### src/tdf_pkg.sv
package tdf_pkg;
    localparam logic [15:0] TDF_CTRL_OFS = 16'h3828;
    localparam logic [15:0] TDF_ABS_OFS = 16'h382C;
    localparam logic [15:0] TDF_STAT_OFS = 16'h3830;
    localparam logic [15:0] TDF_MASK_OFS = 16'h3834;
    localparam logic [15:0] TDF_STATE_OFS = 16'h3838;
    localparam int TDF_PF_LSB = 0;
    localparam int TDF_PF_W = 6;
    localparam int TDF_HA_LSB = 8;
    localparam int TDF_HA_W = 8;
    localparam int TDF_WB_LSB = 16;
    localparam int TDF_WB_W = 6;
    localparam int TDF_UNIT_BIT = 24;
    localparam int TDF_LW_LSB = 25;
    localparam int TDF_LW_W = 7;
    localparam logic [31:0] TDF_CTRL_WMASK = 32'hFF3F_FF3F;
    localparam logic [31:0] TDF_ABS_WMASK = 32'h0000_FFFF;
    localparam logic [31:0] TDF_CTRL_RST = 32'h0000_0000;
    localparam logic [31:0] TDF_ABS_RST = 32'h0000_0000;
    localparam int TDF_STAT_LOW_BIT = 0;
    localparam int TDF_STAT_WR_BIT = 1;
    localparam int TDF_STAT_W = 2;
    localparam logic [1:0] TDF_STAT_RST = 2'h0;
    localparam int TDF_LW_MULT = 8;
    localparam int TDF_DESC_BYTES = 16;
    localparam int TDF_TICK_NS = 1024;
    localparam int TDF_CLK_NS = 10;
endpackage

### src/tdf_abs_timer.sv
`timescale 1ns/1ns
module tdf_abs_timer
    import tdf_pkg::*;
#(
    parameter int CNT_W = 16
) (
    input wire logic clk,
    input wire logic rstn,
    input wire logic [CNT_W-1:0] delay,
    input wire logic start,
    input wire logic halt,
    output logic expire,
    output logic running
);
    localparam int ACC_W = $clog2(TDF_TICK_NS + TDF_CLK_NS) + 1;
    localparam logic [ACC_W-1:0] STEP = ACC_W'(TDF_CLK_NS);
    localparam logic [ACC_W-1:0] TICK = ACC_W'(TDF_TICK_NS);

    logic [ACC_W-1:0] acc_ff;
    logic [ACC_W-1:0] nxt_acc;
    logic tick;
    logic [CNT_W-1:0] cnt_ff;
    logic run_ff;
    logic exp_ff;

    if (CNT_W < 1) begin : gen_cnt_chk
        $error("tdf_abs_timer: CNT_W must be positive");
    end

    // Fractional tick: 1.024 us on average from a 10 ns clock
    always_comb begin
        nxt_acc = acc_ff + STEP;
        tick = (nxt_acc >= TICK);
        if (tick) begin
            nxt_acc = nxt_acc - TICK;
        end
    end

    always_ff @(posedge clk or negedge rstn) begin
        if (!rstn) begin
            acc_ff <= '0;
        end else begin
            acc_ff <= nxt_acc;
        end
    end

    always_ff @(posedge clk or negedge rstn) begin
        if (!rstn) begin
            run_ff <= 1'b0;
            cnt_ff <= '0;
            exp_ff <= 1'b0;
        end else begin
            exp_ff <= 1'b0;
            if (halt) begin
                run_ff <= 1'b0;
            end else if (start && !run_ff && delay != '0) begin
                run_ff <= 1'b1;
                cnt_ff <= delay;
            end else if (run_ff && tick) begin
                if (cnt_ff == CNT_W'(1)) begin
                    run_ff <= 1'b0;
                    exp_ff <= 1'b1;
                end else begin
                    cnt_ff <= cnt_ff - CNT_W'(1);
                end
            end
        end
    end

    assign expire = exp_ff;
    assign running = run_ff;
endmodule

### src/tdf_fetch_wrbk_ctl.sv
`timescale 1ns/1ns
module tdf_fetch_wrbk_ctl
    import tdf_pkg::*;
#(
    parameter int CACHE_LINE_BYTES = 64,
    parameter int CACHE_W = 8,
    parameter int ACC_W = 10
) (
    input wire logic SYS_CLK,
    input wire logic RSTN,
    input wire logic [15:0] WB_ADR_I,
    input wire logic [31:0] WB_DAT_I,
    input wire logic [3:0] WB_SEL_I,
    input wire logic WB_WE_I,
    input wire logic WB_CYC_I,
    input wire logic WB_STB_I,
    output logic [31:0] WB_DAT_O,
    output logic WB_ACK_O,
    input wire logic [CACHE_W-1:0] CACHE_COUNT,
    input wire logic [15:0] HEAD_PTR,
    input wire logic [15:0] RING_TAIL_POINTER,
    input wire logic [15:0] RING_SIZE,
    input wire logic FETCH_BUSY,
    input wire logic PRIO_PEND,
    input wire logic DESC_DONE,
    input wire logic REPORT_STATUS_FLAG,
    input wire logic DELAY_ENABLE_FLAG,
    input wire logic FLUSH,
    input wire logic IMM_INT,
    input wire logic PKT_TIMER_INT,
    output logic FETCH_REQ,
    output logic [15:0] FETCH_NUM,
    output logic WRBK_REQ,
    output logic [ACC_W-1:0] WRBK_NUM,
    output logic DESC_WRITTEN_EVENT,
    output logic INT_OUT
);
    import tdf_pkg::*;

    localparam int CL_DESC = CACHE_LINE_BYTES / TDF_DESC_BYTES;

    // Parameter checks, refused at elaboration
    if (CACHE_LINE_BYTES < TDF_DESC_BYTES) begin : gen_line_min_chk
        $error("tdf_fetch_wrbk_ctl: cache line shorter than one descriptor");
    end
    if (CACHE_LINE_BYTES % TDF_DESC_BYTES != 0) begin : gen_line_mult_chk
        $error("tdf_fetch_wrbk_ctl: cache line must be a multiple of the descriptor size");
    end
    // Scaled levels travel on 16-bit compare paths
    if (CL_DESC * ((1 << TDF_HA_W) - 1) > 32'h0000_FFFF) begin : gen_line_max_chk
        $error("tdf_fetch_wrbk_ctl: cache line too long for 16-bit levels");
    end
    if (CACHE_W < 1 || CACHE_W > 16) begin : gen_cache_chk
        $error("tdf_fetch_wrbk_ctl: CACHE_W must lie in 1..16");
    end
    if (ACC_W < 1 || ACC_W > 16) begin : gen_acc_chk
        $error("tdf_fetch_wrbk_ctl: ACC_W must lie in 1..16");
    end
    // Saturated accumulator must still exceed the largest write-back level
    if ((1 << ACC_W) - 1 <= CL_DESC * ((1 << TDF_WB_W) - 1)) begin : gen_acc_range_chk
        $error("tdf_fetch_wrbk_ctl: ACC_W too narrow for the write-back level");
    end

    logic [31:0] ctrl_ff;
    logic [31:0] abs_ff;
    logic [TDF_STAT_W-1:0] stat_ff;
    logic [TDF_STAT_W-1:0] mask_ff;
    logic ack_ff;
    logic [31:0] rdat_ff;
    logic [15:0] pend_prev_ff;
    logic [CACHE_W-1:0] cache_prev_ff;
    logic [ACC_W-1:0] acc_ff;
    logic started_ff;
    logic fetch_req_ff;
    logic [15:0] fetch_num_ff;
    logic wrbk_req_ff;
    logic [ACC_W-1:0] wrbk_num_ff;
    logic int_ff;

    logic bus_req;
    logic bus_wr;
    logic [31:0] bus_mask;
    logic unit_desc;
    logic [15:0] pf_units;
    logic [15:0] ha_units;
    logic [15:0] wb_units;
    logic [15:0] lw_thr;
    logic [15:0] pending;
    logic [15:0] cache16;
    logic [15:0] host_avail;
    logic low_event;
    logic counted;
    logic [ACC_W-1:0] acc_now;
    logic wrbk_fire;
    logic fetch_fire;
    logic abs_expire;
    logic abs_halt;
    logic [TDF_STAT_W-1:0] stat_set;
    logic [TDF_STAT_W-1:0] stat_clr;

    function automatic logic [15:0] scale_level(input logic [7:0] lvl, input logic desc_units);
        logic [15:0] wide;
        wide = {8'h00, lvl};
        if (desc_units) begin
            scale_level = wide;
        end else begin
            scale_level = 16'(wide * CL_DESC);
        end
    endfunction

    // Bus decode, one wait state
    assign bus_req = WB_CYC_I && WB_STB_I && !ack_ff;
    assign bus_wr = bus_req && WB_WE_I;
    assign bus_mask = {{8{WB_SEL_I[3]}}, {8{WB_SEL_I[2]}}, {8{WB_SEL_I[1]}}, {8{WB_SEL_I[0]}}};

    always_ff @(posedge SYS_CLK or negedge RSTN) begin
        if (!RSTN) begin
            ack_ff <= 1'b0;
        end else begin
            ack_ff <= bus_req;
        end
    end

    always_ff @(posedge SYS_CLK or negedge RSTN) begin
        if (!RSTN) begin
            ctrl_ff <= TDF_CTRL_RST;
            abs_ff <= TDF_ABS_RST;
            mask_ff <= TDF_STAT_RST;
        end else if (bus_wr) begin
            unique case (WB_ADR_I)
                TDF_CTRL_OFS: begin
                    ctrl_ff <= (ctrl_ff & ~(bus_mask & TDF_CTRL_WMASK)) | (WB_DAT_I & bus_mask & TDF_CTRL_WMASK);
                end
                TDF_ABS_OFS: begin
                    abs_ff <= (abs_ff & ~(bus_mask & TDF_ABS_WMASK)) | (WB_DAT_I & bus_mask & TDF_ABS_WMASK);
                end
                TDF_MASK_OFS: begin
                    if (WB_SEL_I[0]) begin
                        mask_ff <= WB_DAT_I[TDF_STAT_W-1:0];
                    end
                end
                default: begin
                end
            endcase
        end
    end

    always_ff @(posedge SYS_CLK or negedge RSTN) begin
        if (!RSTN) begin
            rdat_ff <= 32'h0000_0000;
        end else if (bus_req && !WB_WE_I) begin
            unique case (WB_ADR_I)
                TDF_CTRL_OFS: rdat_ff <= ctrl_ff & TDF_CTRL_WMASK;
                TDF_ABS_OFS: rdat_ff <= abs_ff & TDF_ABS_WMASK;
                TDF_STAT_OFS: rdat_ff <= {{(32-TDF_STAT_W){1'b0}}, stat_ff};
                TDF_MASK_OFS: rdat_ff <= {{(32-TDF_STAT_W){1'b0}}, mask_ff};
                TDF_STATE_OFS: rdat_ff <= {pending, 16'(acc_ff)};
                default: rdat_ff <= 32'h0000_0000;
            endcase
        end
    end

    // Threshold decode
    assign unit_desc = ctrl_ff[TDF_UNIT_BIT];
    assign pf_units = scale_level(8'(ctrl_ff[TDF_PF_LSB +: TDF_PF_W]), unit_desc);
    assign ha_units = scale_level(ctrl_ff[TDF_HA_LSB +: TDF_HA_W], unit_desc);
    assign wb_units = scale_level(8'(ctrl_ff[TDF_WB_LSB +: TDF_WB_W]), unit_desc);
    assign lw_thr = 16'({9'h000, ctrl_ff[TDF_LW_LSB +: TDF_LW_W]} * TDF_LW_MULT);

    // Ring occupancy from in-progress head to tail
    always_comb begin
        if (RING_TAIL_POINTER >= HEAD_PTR) begin
            pending = RING_TAIL_POINTER - HEAD_PTR;
        end else begin
            pending = 16'(RING_TAIL_POINTER + RING_SIZE - HEAD_PTR);
        end
    end

    assign cache16 = 16'(CACHE_COUNT);
    // Host-side count excludes what the cache already holds
    always_comb begin
        if (pending > cache16) begin
            host_avail = pending - cache16;
        end else begin
            host_avail = 16'h0000;
        end
    end

    always_ff @(posedge SYS_CLK or negedge RSTN) begin
        if (!RSTN) begin
            pend_prev_ff <= 16'h0000;
            cache_prev_ff <= '0;
        end else begin
            pend_prev_ff <= pending;
            cache_prev_ff <= CACHE_COUNT;
        end
    end

    always_comb begin
        if (lw_thr != 16'h0000) begin
            low_event = (pend_prev_ff == 16'(lw_thr + 16'h0001)) && (pending == lw_thr);
        end else begin
            low_event = (cache_prev_ff != '0) && (CACHE_COUNT == '0);
        end
    end

    // Write-back accumulation
    assign counted = DESC_DONE && (started_ff || REPORT_STATUS_FLAG);
    assign acc_now = acc_ff + ACC_W'(counted);
    assign wrbk_fire = (acc_now != '0) && (FLUSH || (16'(acc_now) > wb_units));

    always_ff @(posedge SYS_CLK or negedge RSTN) begin
        if (!RSTN) begin
            wrbk_req_ff <= 1'b0;
            wrbk_num_ff <= '0;
        end else begin
            wrbk_req_ff <= wrbk_fire;
            if (wrbk_fire) begin
                wrbk_num_ff <= acc_now;
            end
        end
    end

    always_ff @(posedge SYS_CLK or negedge RSTN) begin
        if (!RSTN) begin
            acc_ff <= '0;
            started_ff <= 1'b0;
        end else begin
            if (wrbk_fire) begin
                acc_ff <= '0;
                started_ff <= 1'b0;
            end else begin
                if (acc_now != '1) begin
                    acc_ff <= acc_now;
                end
                if (DESC_DONE && REPORT_STATUS_FLAG) begin
                    started_ff <= 1'b1;
                end
            end
        end
    end

    // Prefetch pacing
    assign fetch_fire = (cache16 < pf_units)
        && (host_avail >= ha_units) && (host_avail != 16'h0000)
        && !PRIO_PEND && !FETCH_BUSY && !fetch_req_ff && !wrbk_fire && !wrbk_req_ff;

    always_ff @(posedge SYS_CLK or negedge RSTN) begin
        if (!RSTN) begin
            fetch_req_ff <= 1'b0;
            fetch_num_ff <= 16'h0000;
        end else begin
            fetch_req_ff <= fetch_fire;
            if (fetch_fire) begin
                fetch_num_ff <= host_avail;
            end
        end
    end

    // Clearing the delay register stops a running countdown
    assign abs_halt = IMM_INT || PKT_TIMER_INT || abs_ff[15:0] == 16'h0000;

    tdf_abs_timer #(
        .CNT_W(16)
    ) u_abs_timer (
        .clk(SYS_CLK),
        .rstn(RSTN),
        .delay(abs_ff[15:0]),
        .start(DESC_DONE && REPORT_STATUS_FLAG && DELAY_ENABLE_FLAG),
        .halt(abs_halt),
        .expire(abs_expire),
        .running()
    );

    // Sticky status, set beats write-one-to-clear
    always_comb begin
        stat_set = '0;
        stat_set[TDF_STAT_LOW_BIT] = low_event;
        stat_set[TDF_STAT_WR_BIT] = abs_expire;
        stat_clr = '0;
        if (bus_wr && WB_ADR_I == TDF_STAT_OFS && WB_SEL_I[0]) begin
            stat_clr = WB_DAT_I[TDF_STAT_W-1:0];
        end
    end

    always_ff @(posedge SYS_CLK or negedge RSTN) begin
        if (!RSTN) begin
            stat_ff <= TDF_STAT_RST;
        end else begin
            stat_ff <= (stat_ff & ~stat_clr) | stat_set;
        end
    end

    always_ff @(posedge SYS_CLK or negedge RSTN) begin
        if (!RSTN) begin
            int_ff <= 1'b0;
        end else begin
            int_ff <= |(((stat_ff & ~stat_clr) | stat_set) & mask_ff);
        end
    end

    assign WB_ACK_O = ack_ff;
    assign WB_DAT_O = rdat_ff;
    assign FETCH_REQ = fetch_req_ff;
    assign FETCH_NUM = fetch_num_ff;
    assign WRBK_REQ = wrbk_req_ff;
    assign WRBK_NUM = wrbk_num_ff;
    assign DESC_WRITTEN_EVENT = abs_expire;
    assign INT_OUT = int_ff;
endmodule

### config.mk
export PLATFORM = sky130hd
export DESIGN_NAME = tdf_fetch_wrbk_ctl
export DESIGN_NICKNAME = d
export VERILOG_FILES = /design/src/tdf_pkg.sv /design/src/tdf_abs_timer.sv /design/src/tdf_fetch_wrbk_ctl.sv
export SDC_FILE = /design/constraint.sdc
export NUM_CORES = 1
export LEC_CHECK = 0
export BUFFER_PORTS_ARGS = -buffer_cell sky130_fd_sc_hd__buf_2
export CAP_MARGIN = 10
export CORE_MARGIN = 4
export CORE_UTILIZATION = 30
export CTS_CLUSTER_SIZE = 12
export DETAILED_ROUTE_END_ITERATION = 8
export PLACE_DENSITY = 0.47
export SLEW_MARGIN = 20
export SYNTH_ARGS = -nofsm -noshare
export SYNTH_HDL_FRONTEND = slang
export SYNTH_SLANG_ARGS = --single-unit
export TNS_END_PERCENT = 20
### constraint.sdc
create_clock -name SYS_CLK -period 4.95 [get_ports SYS_CLK]
set_input_delay 0.2475 -clock SYS_CLK [delete_from_list [all_inputs] [get_ports SYS_CLK]]
set_output_delay 0.2475 -clock SYS_CLK [all_outputs]
set_load 0.03 [all_outputs]
### Word-level counts from Yosys, hierarchy flattened

Index checks and enable logic that the tools add are counted.

* reduce and logical (&&, ||, !) cells: 52
* bitwise logic cells: 12
* muxes and demuxes: 24
* equal/unequal tests: 10
* magnitude comparators: 6
* multipliers: 0
* shifts and indexed selects: 0
* div/mod/pow operators: 0
* add/sub/neg operators: 9

Operator list (number)
* $pmux W32 S5: 1
* $and A32 B32 Y32: 3
* $eq A16 B14 Y1 const B: 5
* $mux W16: 5
* $reduce_bool A16 Y1: 3
* $ge A16 B16 Y1: 2
* $not A16 Y32: 1
* $not A32 Y32: 1
* $or A32 B16 Y32: 1
* $or A32 B32 Y32: 1
* $sub A16 B16 Y16: 2
* $mux W10: 3
* $logic_and A1 B1 Y1: 22
* $add A16 B16 Y16: 1
* $eq A16 B1 Y1 const B: 1
* $eq A16 B10 Y1: 1
* $eq A16 B11 Y1: 1
* $gt A10 B16 Y1: 1
* $gt A16 B8 Y1: 1
* $logic_not A16 Y1: 1
* $lt A8 B16 Y1: 1
* $mux W8: 2
* $sub A16 B1 Y16 const B: 1
* $sub A16 B8 Y16: 1
* other kinds (24): 51

* output and inout bits: 63
* memories: 0
* memory bits (read-only): 0
* bits in registers: 195
* latch bits: 0
* bits in writable memories: 0
* logic and storage cells: 132

### Depth between registers and ports, before layout

Gate-level depths: netlist of run 1.

* word-level depth: 13
* mapped depth: 35
* depth with buffers taken out: 33

### By module

A second synthesis of run 1 with hierarchy kept.

* cell total of the unflattened synthesis: 1262
* area total of the unflattened synthesis: 11928.9 sq um

Modules (own cells, without submodules)
* tdf_fetch_wrbk_ctl: seq. area each 3628.5 sq um, cells an instance 1053, area each 10022.1 sq um, times used 1
* tdf_abs_timer: seq. area each 725.7 sq um, cells an instance 209, area each 1906.8 sq um, times used 1

### Worst setup path before layout of run 1

Ideal clock, no wire load.

* path type: input-to-reg
* from: in RING_TAIL_POINTER[0]
* to: reg fetch_num_ff[14], in the netlist FETCH_NUM[14]
* path buffers: 3
* library setup time: 0.125 ns
* data required time: 4.825 ns
* stages on the path: 34
* arrival: 6.363 ns
* setup slack: -1.538 ns
* cell sequence: inv_1 -> ha_1 -> inv_1 -> fa_1 -> nand3_1 -> nand3_1 -> a22oi_2 -> and2_1 -> buf_4 -> nor2_1 -> a31oi_1 -> inv_1 -> ha_1 -> nor2b_1 -> o31a_1 -> o31a_1 -> o21a_1 -> nor2_1 -> o211ai_1 -> nor2_1 -> clkbuf_1 -> or2_2 -> ha_1 -> nand2b_1 -> a21o_1 -> a21o_1 -> a21oi_1 -> o21ai_0 -> a31oi_1 -> o21ai_0 -> a2111oi_4 -> a31oi_4 -> buf_6 -> mux2_4

* cells in the longest elaborated chain, start to end: 13

Ends and longest elaborated chain
* from (decl): line tdf_fetch_wrbk_ctl.sv:21 `input wire logic [15:0] RING_TAIL_POINTER,`
* $add A16 B16 Y16: line tdf_fetch_wrbk_ctl.sv:175 `pending = 16'(RING_TAIL_POINTER + RING_SIZE - HEAD_PTR);`
* $sub A16 B16 Y16: line tdf_fetch_wrbk_ctl.sv:175
* $mux W16 (*): line tdf_fetch_wrbk_ctl.sv:172 `if (RING_TAIL_POINTER >= HEAD_PTR) begin`
* net pending[2]: line tdf_fetch_wrbk_ctl.sv:88 `logic [15:0] pending;`
* $sub A16 B8 Y16 or $gt A16 B8 Y1 (tied branches): line tdf_fetch_wrbk_ctl.sv:183, tdf_fetch_wrbk_ctl.sv:182
* $mux W16 (*): line tdf_fetch_wrbk_ctl.sv:182 `if (pending > cache16) begin`
* $ge A16 B16 Y1: line tdf_fetch_wrbk_ctl.sv:245 `&& (host_avail >= ha_units) && (host_avail != 16'h0000)`
* $logic_and A1 B1 Y1: line tdf_fetch_wrbk_ctl.sv:245
* $logic_and A1 B1 Y1 (*): line tdf_fetch_wrbk_ctl.sv:245
* $logic_and A1 B1 Y1 (*) (5 in a row): line tdf_fetch_wrbk_ctl.sv:246 `&& !PRIO_PEND && !FETCH_BUSY && !fetch_req_ff && !wrbk_fire && !wrbk_req_ff;`
* net fetch_fire: line tdf_fetch_wrbk_ctl.sv:95 `logic fetch_fire;`
* to (signal assigned): line tdf_fetch_wrbk_ctl.sv:255 `fetch_num_ff <= host_avail;`
* to (decl): line tdf_fetch_wrbk_ctl.sv:75 `logic [15:0] fetch_num_ff;`

The timed path passes the listed nets; every way through them passes the cells marked *.
A chain may end at the register's enable or synchronous reset.

### Worst setup path after layout of run 1

* from: in RING_TAIL_POINTER[1]
* to: reg fetch_num_ff[8], in the netlist FETCH_NUM[8]

* cells in the longest elaborated chain, start to end: 13

Ends and longest elaborated chain (line)
* $add A16 B16 Y16: tdf_fetch_wrbk_ctl.sv:175
* $sub A16 B16 Y16: tdf_fetch_wrbk_ctl.sv:175
* $mux W16 (*): tdf_fetch_wrbk_ctl.sv:172
* net pending[5]: tdf_fetch_wrbk_ctl.sv:88
* $sub A16 B8 Y16 or $gt A16 B8 Y1 (tied branches): tdf_fetch_wrbk_ctl.sv:183, tdf_fetch_wrbk_ctl.sv:182
* $mux W16 (*): tdf_fetch_wrbk_ctl.sv:182
* $ge A16 B16 Y1: tdf_fetch_wrbk_ctl.sv:245
* $logic_and A1 B1 Y1 (2 in a row): tdf_fetch_wrbk_ctl.sv:245
* $logic_and A1 B1 Y1 (5 in a row): tdf_fetch_wrbk_ctl.sv:246

Marked as above.

==> results.md, run 1 <==
- Antenna violations before repair: 0
- Met1 layer wirelength in the final routing: 17810 um
- Sink count of the clock tree: 174
- Reg2Reg Setup Slack: 0.89 ns
- Fraction of registers with async set or reset after synthesis: 1.000
- Count of input and output buffers: 181
- Number of filler instances in the final layout: 3835
- Area share of fa/ha/maj cells after synthesis: 0.1073
- Largest fanout on the critical path: 8
- Placement-stage worst setup slack: -1.381 ns
- Most frequent cell after synthesis: dfrtp_1
- Critical Path Most Common Cell: buf_4
- Post-route standard cell area excluding fillers: 15850 um^2
- Htree depth: 4
- CTS tree: done
- Share of power burned in the clock network: 0.268
- Final routed DRC violation total: 0
- Switching part of the total power: 0.3486
- Routed wirelength normalized by instance count: 17.70 um
- Arrival time worst endpoint: 5.82 ns
- Total overflow reported by the global router: 0
- Startpoint-to-endpoint class of the critical path: in2reg
- Combinational fraction of design power: 0.424
- Instance count of the mapped netlist: 1220
- Total number of placement rows: 71
- Global-route usage over all layers: 0.1818
- Total instance count after detailed placement: 2073
- Setup repair after global routing missed its margin: yes
- Total net switching power: 0.001766 W
- Total negative setup slack: -8.090 ns
- Cell Pwr Density: 319.4 nW/um^2
- Cell accounting for the most synthesized area: dfrtp_1
- Internal power contribution: 0.003298 W
- Synth top cells by count: dfrtp_1, inv_1, nor2_1
- Failing checks: setup timing
- Clock-pin slew on the worst setup and hold paths: 0.07 ns
- Count of antenna-violating nets left after detailed routing: 0
- Die Outline Area: 41760 um^2
- Design Power: 0.005064 W
- Final Non-Filler Cells: 2153
- Crit path launch type: input pin
- Parity-gate share of the synthesized area counting xor and xnor cells: 0.04013
- Pin count of the biggest net entering global routing: 95
- Placement-stage cell area: 14550 um^2
- Power share of the sequential group: 0.309
- Area fraction in compound gates after synthesis: 0.1766
- Number of failing setup endpoints in the final timing report: 17
- Via count of the routed design: 10551
- TritonCTS Buffers: 17
- Die X-Extent: 204.4 um
- Hold Path Class: in2reg
- Top cells by area in the synthesized netlist: dfrtp_1, ha_1, mux2_2, inv_1, o21ai_0
- Clock latency of the later-clocked register in the worst-skew pair: 0.44 ns
- Number of enable-type register cells in the synthesized netlist: 0
- Sequential fraction of the synthesis area: 0.3764
- Final hold viol count: 0
- Root Buffer: clkbuf_16
- Crit path capture type: flip-flop
- Proportion of synthesized area in mux cells: 0.09292
- Number of nets in the layout: 1839
- WL met2: 18530 um
- Post-Route WL: 38100 um
- Post-Syn Area per Cell: 9.481 um^2
- Area share of and/or/nand/nor cells after synthesis: 0.1499
- Fraction of synthesized cell area taken by the top area cell type: 0.3764
- Worst Slack Setup Final: -0.5515 ns
- Antenna diodes: 0
- DR WL met3: 1125 um
- Maximum clock rate: 0.1818 GHz
- Slew @ Worst Pin: 0.8959 ns
- Result of the run: finished, violations left
- Flip-flop cell with the highest count after synthesis: dfrtp_1
- Fin crit period: 5.502 ns
- Die Height: 204.4 um
- Detailed router's first-iteration violation count: 482
- Floorplan Core Area: 37840 um^2
- Yosys warns: 0
- Clock Tree Buf Depth: 2
- Number of synthesized register bits: 174
- Top layer in use: met4
- Number of distinct library cells after synthesis: 83
- Max capacitance violation total: 0
- Slowest stage delay, CP: 0.55 ns
- Max-Slew Margin vs Limit: 0.3981
- Share of the cycle needed by the critical path after routing: 1.111
- Signed area change from the synthesized netlist to the final layout: 37.05%
- Initial cell density of the core: 0.3057
- Slowest stage cell on the critical path: fa_1
- Leakage dissipation: 7.747 nW
- Detailed-placement wirelength estimate: 30260 um
- Number of vias per cell after detailed routing: 4.901
- Largest family of logic cells by synthesized area: compound AO/OA/AOI/OAI gates
- Mapped Area: 11570 um^2
- Fraction of final layout cells sized beyond drive strength 1: 0.3672
- Initial DRT Pass Iterations: 5
- Maximum clock skew at final layout: 0.01801 ns
- Critical Path RT: 5.26 ns
- I/O pin count: 184
- Routability cong.: 0.8324
- VDD IR-drop max: 0.2495 mV
- Via count of the first global-routing pass: 10826
- Global-route wire length before repair: 59970 um
- Slew Limit Fails: 0
-- power groups by stage --
stage	logic (W)	registers, W	clock network (W)
after global placement	0.00194	0.00159	0
after CTS	0.00211	0.00157	0.00139
after floorplan	0.000971	0.00166	0
after global routing	0.00237	0.00158	0.00145
after detailed placement	0.00194	0.00159	0
final	0.00215	0.00156	0.00135
-- per-stage QoR --
stage	utilization	hold slack, ns
after floorplan	-	-0.04809
after global placement	0.3844	0.4148
after detailed placement	0.3844	0.4133
after CTS	0.4143	0.02327
after global routing	0.4189	0.03385
final	0.4189	0.04343
-- repair_timing --
action                                  4_1_cts  5_1_grt
buffers inserted                             33        7
endpoints found under the hold margin       100        0
endpoints found under the setup margin       17       17
hold buffers                                  9        0
resized for setup                            48       22
pin swaps                                    35       15
gates cloned                                  0        0
-- cells by family after synthesis --
group / count (synthesis)
flops: 174
other cells: 1
compound gates: 299
xor+xnor: 53
simple gates: 340
buf+inv: 167
mux: 97
fa+ha+maj: 89
-- cell type report --
class | instances | area (um^2) | area share
inverter | 132 | 510.5 | 0.03220
tap | 511 | 639.4 | 0.04033
clock buffer | 18 | 429.2 | 0.02707
sequential | 174 | 4354 | 0.2747
timing repair buffer | 424 | 2809 | 0.1772
clock inverter | 14 | 151.4 | 0.009550
multi-input combinational | 880 | 6959 | 0.4390
-- layer usage --
metal  vias to the layer above  GRT usage
li1                       5181          -
met1                      5129     0.2480
met2                       207     0.3085
met3                        34    0.02523
met4                         0    0.03948
met5                         -          0
-- critical path: cells and delay by family --
family	cells	cell delay, ns
fa+ha+maj	3	1.08
compound gates	8	1.12
mux	1	0.29
buf+inv	18	2.12
simple gates	5	0.95
-- placed cells by master, fill, tap and decap left out, types with 19 or more instances in the layout --
cell and count:
nand3_1 30, a22oi_1 19, nor3_1 25, o21ai_0 65, nor2_1 73, xor2_1 22
ha_1 55, buf_4 228, a21oi_1 57, xnor2_1 31, inv_1 119, nor4_1 22
dfrtp_1 174, mux2i_1 31, nand2_1 71, mux2_2 60, a21o_1 21, buf_2 177
o21a_1 20
-- path summary, 6_finish.rpt --
path                                            end  cells past startpoint                startpoint
setup / recovery           FETCH_NUM[8]$_DFFE_PN0P_                     35      RING_TAIL_POINTER[1]
hold / removal                            flip-flop                      2              WB_DAT_I[29]
setup reg to reg           FETCH_NUM[4]$_DFFE_PN0P_                     16    started_ff$_DFFE_PN0P_
hold reg to reg            WB_DAT_O[15]$_DFFE_PN0P_                      2  WB_DAT_O[15]$_DFFE_PN0P_
max in group asynchronous                 async pin                      3                      RSTN
min in group asynchronous   WRBK_NUM[5]$_DFFE_PN0P_                      2                      RSTN
Power figures use the tool's default switching activity.
==> run 2: changes to the inputs <==
- CTS_BUF_LIST: default -> sky130_fd_sc_hd__clkbuf_4 sky130_fd_sc_hd__clkbuf_8
- GPL_ROUTABILITY_DRIVEN: default -> 1
- TNS_END_PERCENT: 20 -> 10
==> run 2 against run 1 <==
Compared with the run above:
- the run still ends with setup timing left
- hold slack lost 0.022 ns
- register-to-register slack lost 0.04 ns
- count of clock-buffer cells in the layout is the same
- clock skew grew 0.012 ns
- largest power group unchanged
==> results.md, run 2 (synthesis results as in run 1) <==
- Number of nets in the layout: 1849 (+0.54%)
- Initial DRT Pass Iterations: 5 (unchanged)
- Global-route usage over all layers: 0.1822 (+0.0004423)
- Placement-stage cell area: 14550 um^2 (unchanged)
- Utilization after layout: 0.4138 (-0.005124)
- Failing checks: setup timing
- Antenna diodes: 0 (unchanged)
- Total instance count after detailed placement: 2073 (unchanged)
- Die Height: 204.4 um (unchanged)
- Count of antenna-violating nets left after detailed routing: 0 (unchanged)
- Internal power contribution: 0.002981 W (-9.6%)
- Final hold viol count: 0 (unchanged)
- Max-Slew Margin vs Limit: 0.4079 (+0.009718)
- Routed wirelength normalized by instance count: 17.61 um (-0.52%)
- Slowest stage delay, CP: 0.59 ns (+0.04 ns)
- Antenna violations before repair: 0 (unchanged)
- Crit path launch type: input pin
- Count of input and output buffers: 181 (unchanged)
- Critical Path RT: 5.31 ns (+0.05 ns)
- Share of power burned in the clock network: 0.219 (-0.049)
- Worst Slack Setup Final: -0.4872 ns (+0.06433 ns)
- Result of the run: finished, violations left
- Total number of placement rows: 71 (unchanged)
- Most common cell after layout, fill and taps aside: buf_4
- Sink count of the clock tree: 174 (unchanged)
- Clock Tree Buf Depth: 2 (unchanged)
- Slew Limit Fails: 0 (unchanged)
- Maximum clock skew at final layout: 0.02998 ns (+0.01197 ns)
- Initial cell density of the core: 0.3057 (unchanged)
- VDD IR-drop max: 0.2003 mV (-20%)
- Total net switching power: 0.001709 W (-3.2%)
- Combinational fraction of design power: 0.448 (+0.024)
- Detailed router's first-iteration violation count: 452 (-6.2%)
- Startpoint-to-endpoint class of the critical path: in2reg
- Commonest cells after routing, fill and taps aside: buf_4, buf_2, dfrtp_1, inv_1, nor2_1
- Pin count of the biggest net entering global routing: 95 (unchanged)
- Max capacitance violation total: 0 (unchanged)
- Die X-Extent: 204.4 um (unchanged)
- Floorplan Core Area: 37840 um^2 (unchanged)
- Clock latency of the later-clocked register in the worst-skew pair: 0.49 ns (+0.05 ns)
- Via count of the first global-routing pass: 10902 (+0.70%)
- I/O pin count: 184 (unchanged)
- Post-route standard cell area excluding fillers: 15660 um^2 (-1.2%)
- Leakage dissipation: 7.695 nW (-0.66%)
- Hold Path Class: in2reg
- Power share of the sequential group: 0.333 (+0.024)
- Setup repair after global routing missed its margin: yes
- Htree depth: 4 (unchanged)
- Fraction of final layout cells sized beyond drive strength 1: 0.3529 (-0.01433)
- Via count of the routed design: 10595 (+0.42%)
- Share of the cycle needed by the critical path after routing: 1.098 (-0.01300)
- Largest fanout on the critical path: 8 (unchanged)
- CTS tree: done
- Final routed DRC violation total: 0 (unchanged)
- Total overflow reported by the global router: 0 (unchanged)
- Detailed-placement wirelength estimate: 30260 um (unchanged)
- Slew @ Worst Pin: 0.8814 ns (-0.01446 ns)
- Signed area change from the synthesized netlist to the final layout: 35.37%
- Final Non-Filler Cells: 2163 (+0.46%)
- Clock-pin slew on the worst setup and hold paths: 0.11 ns (+0.04 ns)
- Fin crit period: 5.437 ns (-0.06433 ns)
- Number of vias per cell after detailed routing: 4.898 (about the same)
- Root Buffer: clkbuf_8
- Routability cong.: 0.8324 (unchanged)
- Number of failing setup endpoints in the final timing report: 17 (unchanged)
- Switching part of the total power: 0.3644 (+0.01574)
- Global-route wire length before repair: 60120 um (+0.25%)
- Die Outline Area: 41760 um^2 (unchanged)
- Post-Route WL: 38080 um (about the same)
- TritonCTS Buffers: 17 (unchanged)
- Maximum clock rate: 0.1839 GHz (+1.2%)
- Slowest stage cell on the critical path: fa_1
- Cell Pwr Density: 299.5 nW/um^2 (-6.2%)
- Arrival time worst endpoint: 5.80 ns (-0.02 ns)
- Crit path capture type: flip-flop
-- run 2: critical path: cells and delay by family --
family	cells	cell delay [ns]
compound gates	14	2.41
fa+ha+maj	4	1.36
simple gates	7	1.02
buf+inv	5	0.44
mux	1	0.29
-- run 2: path summary, 6_finish.rpt --
check,from,end,slack [ns],depth (start not counted)
max,RING_SIZE[1],FETCH_NUM[8]$_DFFE_PN0P_,-0.49,31
min,WB_DAT_I[18],flip-flop,0.02,2
max reg2reg,started_ff$_DFFE_PN0P_,FETCH_NUM[4]$_DFFE_PN0P_,0.85,16
min reg2reg,WB_DAT_O[15]$_DFFE_PN0P_,WB_DAT_O[15]$_DFFE_PN0P_,0.49,2
max in group asynchronous,RSTN,async pin,3.29,3
min in group asynchronous,RSTN,WRBK_NUM[5]$_DFFE_PN0P_,0.44,2
-- run 2: power groups by stage --
| stage | clock network (W) | logic (W) | registers [W] |
|---|---|---|---|
| finish | 0.00102 | 0.00210 | 0.00156 |
| global route | 0.00112 | 0.00233 | 0.00158 |
| CTS | 0.00106 | 0.00210 | 0.00157 |
| detailed placement | 0 | 0.00194 | 0.00159 |
| global placement | 0 | 0.00194 | 0.00159 |
| floorplan | 0 | 0.000971 | 0.00166 |
-- run 2: cell type report --
class | instances | area (um^2)
clock buffers | 18 | 241.5
clock inverters | 14 | 151.4
fillers | 3864 | 22190
inverters | 132 | 508.0
multi-input cells | 880 | 6869
flip-flops and latches | 174 | 4354
well taps | 511 | 639.4
repair buffers | 434 | 2895
-- run 2: per-layer routing --
layer | global-route usage | share of wire
met2 | 0.3123 | 0.49
met5 | 0 | 0
met1 | 0.2463 | 0.46
met3 | 0.02523 | 0.035
met4 | 0.03924 | 0.015
-- run 2: through the flow --
stage,total power [W],setup WS (ns),hold slack (ns),setup TNS (ns)
floorplan,0.002635,-1.048,-0.04809,-15.01
global placement,0.003530,-1.291,0.4148,-20.09
detailed placement,0.003535,-1.381,0.4133,-21.21
CTS,0.004729,-0.3575,0.001252,-4.972
global route,0.005024,-0.8259,0.01035,-12.98
finish,0.004690,-0.4872,0.02173,-7.107
-- run 2: what timing repair did --
item	4_1_cts	5_1_grt
cloned	0	0
hold buffers	26	0
gates resized for setup	39	3
buffers inserted	31	2
endpoints found under the setup margin	17	17
endpoints found under the hold margin	123	0
pin swaps	34	4
==> run 3: changes to the inputs <==
- GPL_TIMING_DRIVEN: default -> 0
==> run 3 against run 2 <==
Compared with the run above:
- the run still ends with setup timing left
- hold slack better by 0.012 ns
- first-iteration DRC count rose by 14%
- global-route usage decreased by 0.69 points
- sequential power hardly changed
- worst setup slack worse by 0.30 ns
- sequential cell count is the same
- clock skew is 0.0024 ns higher
- maximum frequency is 5.2% lower
- highest routed layer is now met5
==> results.md, run 3 (synthesis results as in run 1) <==
- Antenna violations before repair: 2 (+2)
- Critical Path RT: 5.29 ns (-0.02 ns)
- Total negative setup slack: -12.31 ns (-5.203 ns)
- Most common cell after layout, fill and taps aside: buf_2
- Initial DRT Pass Iterations: 5 (unchanged)
- Htree depth: 4 (unchanged)
- Sink count of the clock tree: 174 (unchanged)
- Total number of placement rows: 71 (unchanged)
- Detailed router's first-iteration violation count: 516 (+14%)
- Crit path capture type: flip-flop
- Reg2Reg Setup Slack: 0.31 ns (-0.54 ns)
- Final hold viol count: 0 (unchanged)
- Pin count of the biggest net entering global routing: 93 (-2.1%)
- Arrival time worst endpoint: 6.07 ns (+0.27 ns)
- Commonest cells after routing, fill and taps aside: buf_2, dfrtp_1, inv_1, nor2_1, nand2_1
- Final routed DRC violation total: 0 (unchanged)
- Leakage dissipation: 6.952 nW (-9.7%)
- Routability cong.: 0.8486 (+1.9%)
- Post-Route WL: 37090 um (-2.6%)
- Die Height: 204.4 um (unchanged)
- Cell Pwr Density: 297.5 nW/um^2 (-0.66%)
- VDD IR-drop max: 0.1502 mV (-25%)
- Clock Tree Buf Depth: 2 (unchanged)
- Slowest stage delay, CP: 0.42 ns (-0.17 ns)
- Startpoint-to-endpoint class of the critical path: in2reg
- Placement-stage worst setup slack: -2.384 ns (-1.003 ns)
- Number of vias per cell after detailed routing: 4.995 (+2.0%)
- Crit path launch type: input pin
- Count of input and output buffers: 180 (-0.55%)
- Slew Limit Fails: 0 (unchanged)
- TritonCTS Buffers: 17 (unchanged)
- Slew @ Worst Pin: 0.8741 ns (-0.007348 ns)
- Placement-stage cell area: 13280 um^2 (-8.7%)
- Worst Slack Setup Final: -0.7859 ns (-0.2987 ns)
- Maximum clock rate: 0.1743 GHz (-5.2%)
- Die X-Extent: 204.4 um (unchanged)
- Failing checks: setup timing
- Floorplan Core Area: 37840 um^2 (unchanged)
- Global-route wire length before repair: 57440 um (-4.5%)
- Result of the run: finished, violations left
- Largest fanout on the critical path: 6 (-2)
- Count of antenna-violating nets left after detailed routing: 0 (unchanged)
- Max-Slew Margin vs Limit: 0.4096 (+0.001795)
- Global-route usage over all layers: 0.1753 (-0.006917)
- Max capacitance violation total: 0 (unchanged)
- Final Non-Filler Cells: 2022 (-6.5%)
- Number of nets in the layout: 1707 (-7.7%)
- I/O pin count: 184 (unchanged)
- Total instance count after detailed placement: 1913 (-7.7%)
- Post-route standard cell area excluding fillers: 14770 um^2 (-5.7%)
- Via count of the routed design: 10100 (-4.7%)
- Setup repair after global routing missed its margin: yes
- Detailed-placement wirelength estimate: 29360 um (-3.0%)
- Total overflow reported by the global router: 0 (unchanged)
- Via count of the first global-routing pass: 10121 (-7.2%)
- Fin crit period: 5.736 ns (+0.2987 ns)
- Slowest stage cell on the critical path: a2111oi_4
- Fraction of final layout cells sized beyond drive strength 1: 0.2927 (-0.06019)
- Signed area change from the synthesized netlist to the final layout: 27.71%
- CTS tree: done
- Root Buffer: clkbuf_8
- Clock latency of the later-clocked register in the worst-skew pair: 0.48 ns (about the same)
- Initial cell density of the core: 0.3057 (unchanged)
- Maximum clock skew at final layout: 0.03235 ns (+0.002372 ns)
- Critical Path Most Common Cell: ha_4
- Hold Path Class: in2reg
- Routed wirelength normalized by instance count: 18.34 um (+4.2%)
- Share of the cycle needed by the critical path after routing: 1.159 (+0.06034)
- Clock-pin slew on the worst setup and hold paths: 0.12 ns (about the same)
- Number of failing setup endpoints in the final timing report: 17 (unchanged)
- Die Outline Area: 41760 um^2 (unchanged)
[run 3: cell count changes in the layout (fill, tap and decap cells not counted), sizes merged]
cell         delta
buf           -161
clkbuf         +25
clkinv          +3
clkinvlp        -1
diode           +1
dlygate4sd3     -6
inv             -2
[run 3: area by class of cell]
class / count / area (um^2)
diodes: 1 / 2.502
plain buffers: 33 / 177.7
clock buffers: 18 / 247.7
clock inverters: 14 / 176.4
fillers: 3854 / 23070
inverters: 132 / 508.0
multi-input cells: 880 / 7076
flip-flops and latches: 174 / 4354
well taps: 511 / 639.4
repair buffers: 259 / 1592
[run 3: path summary, 6_finish.rpt]
| check | from | to | depth (start not counted) |
|---|---|---|---|
| max | RING_TAIL_POINTER[0] | FETCH_NUM[14]$_DFFE_PN0P_ | 35 |
| min | WB_DAT_I[8] | flip-flop | 2 |
| max reg2reg | flip-flop | FETCH_NUM[3]$_DFFE_PN0P_ | 15 |
| min reg2reg | u_abs_timer.acc_ff[9]$_DFF_PN0_ | u_abs_timer.acc_ff[9]$_DFF_PN0_ | 1 |
| max in group asynchronous | RSTN | INT_OUT$_DFF_PN0_ | 3 |
| min in group asynchronous | RSTN | WRBK_NUM[5]$_DFFE_PN0P_ | 2 |
[run 3: repair_timing]
action                                 in CTS  in global routing
pin swaps                                  32                 26
gates cloned                                0                  0
hold buffers                               19                  1
resized for setup                          55                 30
endpoints found under the hold margin     103                  1
setup endpoints to repair                  17                 25
buffers inserted                           48                 11
[run 3: routing by layer]
metal  track usage  vias to the layer above  wire length [um]
li1              -                     4925                 -
met1        0.2351                     4911             16760
met2        0.2942                      219             17700
met3       0.03221                       43              1798
met4       0.04283                        2               823
met5             0                        -                13
[run 3: power by group]
group	total [W]	leakage (nW)	switching (W)	internal [W]
Clock	0.00105	0.205	0.000611	0.000441
Sequential	0.00156	2.28	0.0000427	0.00151
Combinational	0.00179	4.47	0.00101	0.000773
Total	0.00440	6.95	0.00167	0.00273
[run 3: per-stage QoR]
step	total power (W)	util	hold slack [ns]
floorplan	0.002635	-	-0.04809
global placement	0.003087	0.3499	0.4141
detailed placement	0.003100	0.3509	0.2815
CTS	0.004389	0.3834	0.002261
global route	0.004687	0.3904	0.001309
finish	0.004395	0.3904	0.03402
[run 3: critical path: cells and delay by family]
| family | cells | cell delay [ns] |
|---|---|---|
| adders and majority gates | 4 | 0.91 |
| AOI/OAI and AO/OA | 14 | 2.73 |
| muxes | 1 | 0.29 |
| buffers and inverters | 7 | 0.76 |
| and+or+nand+nor | 9 | 1.09 |
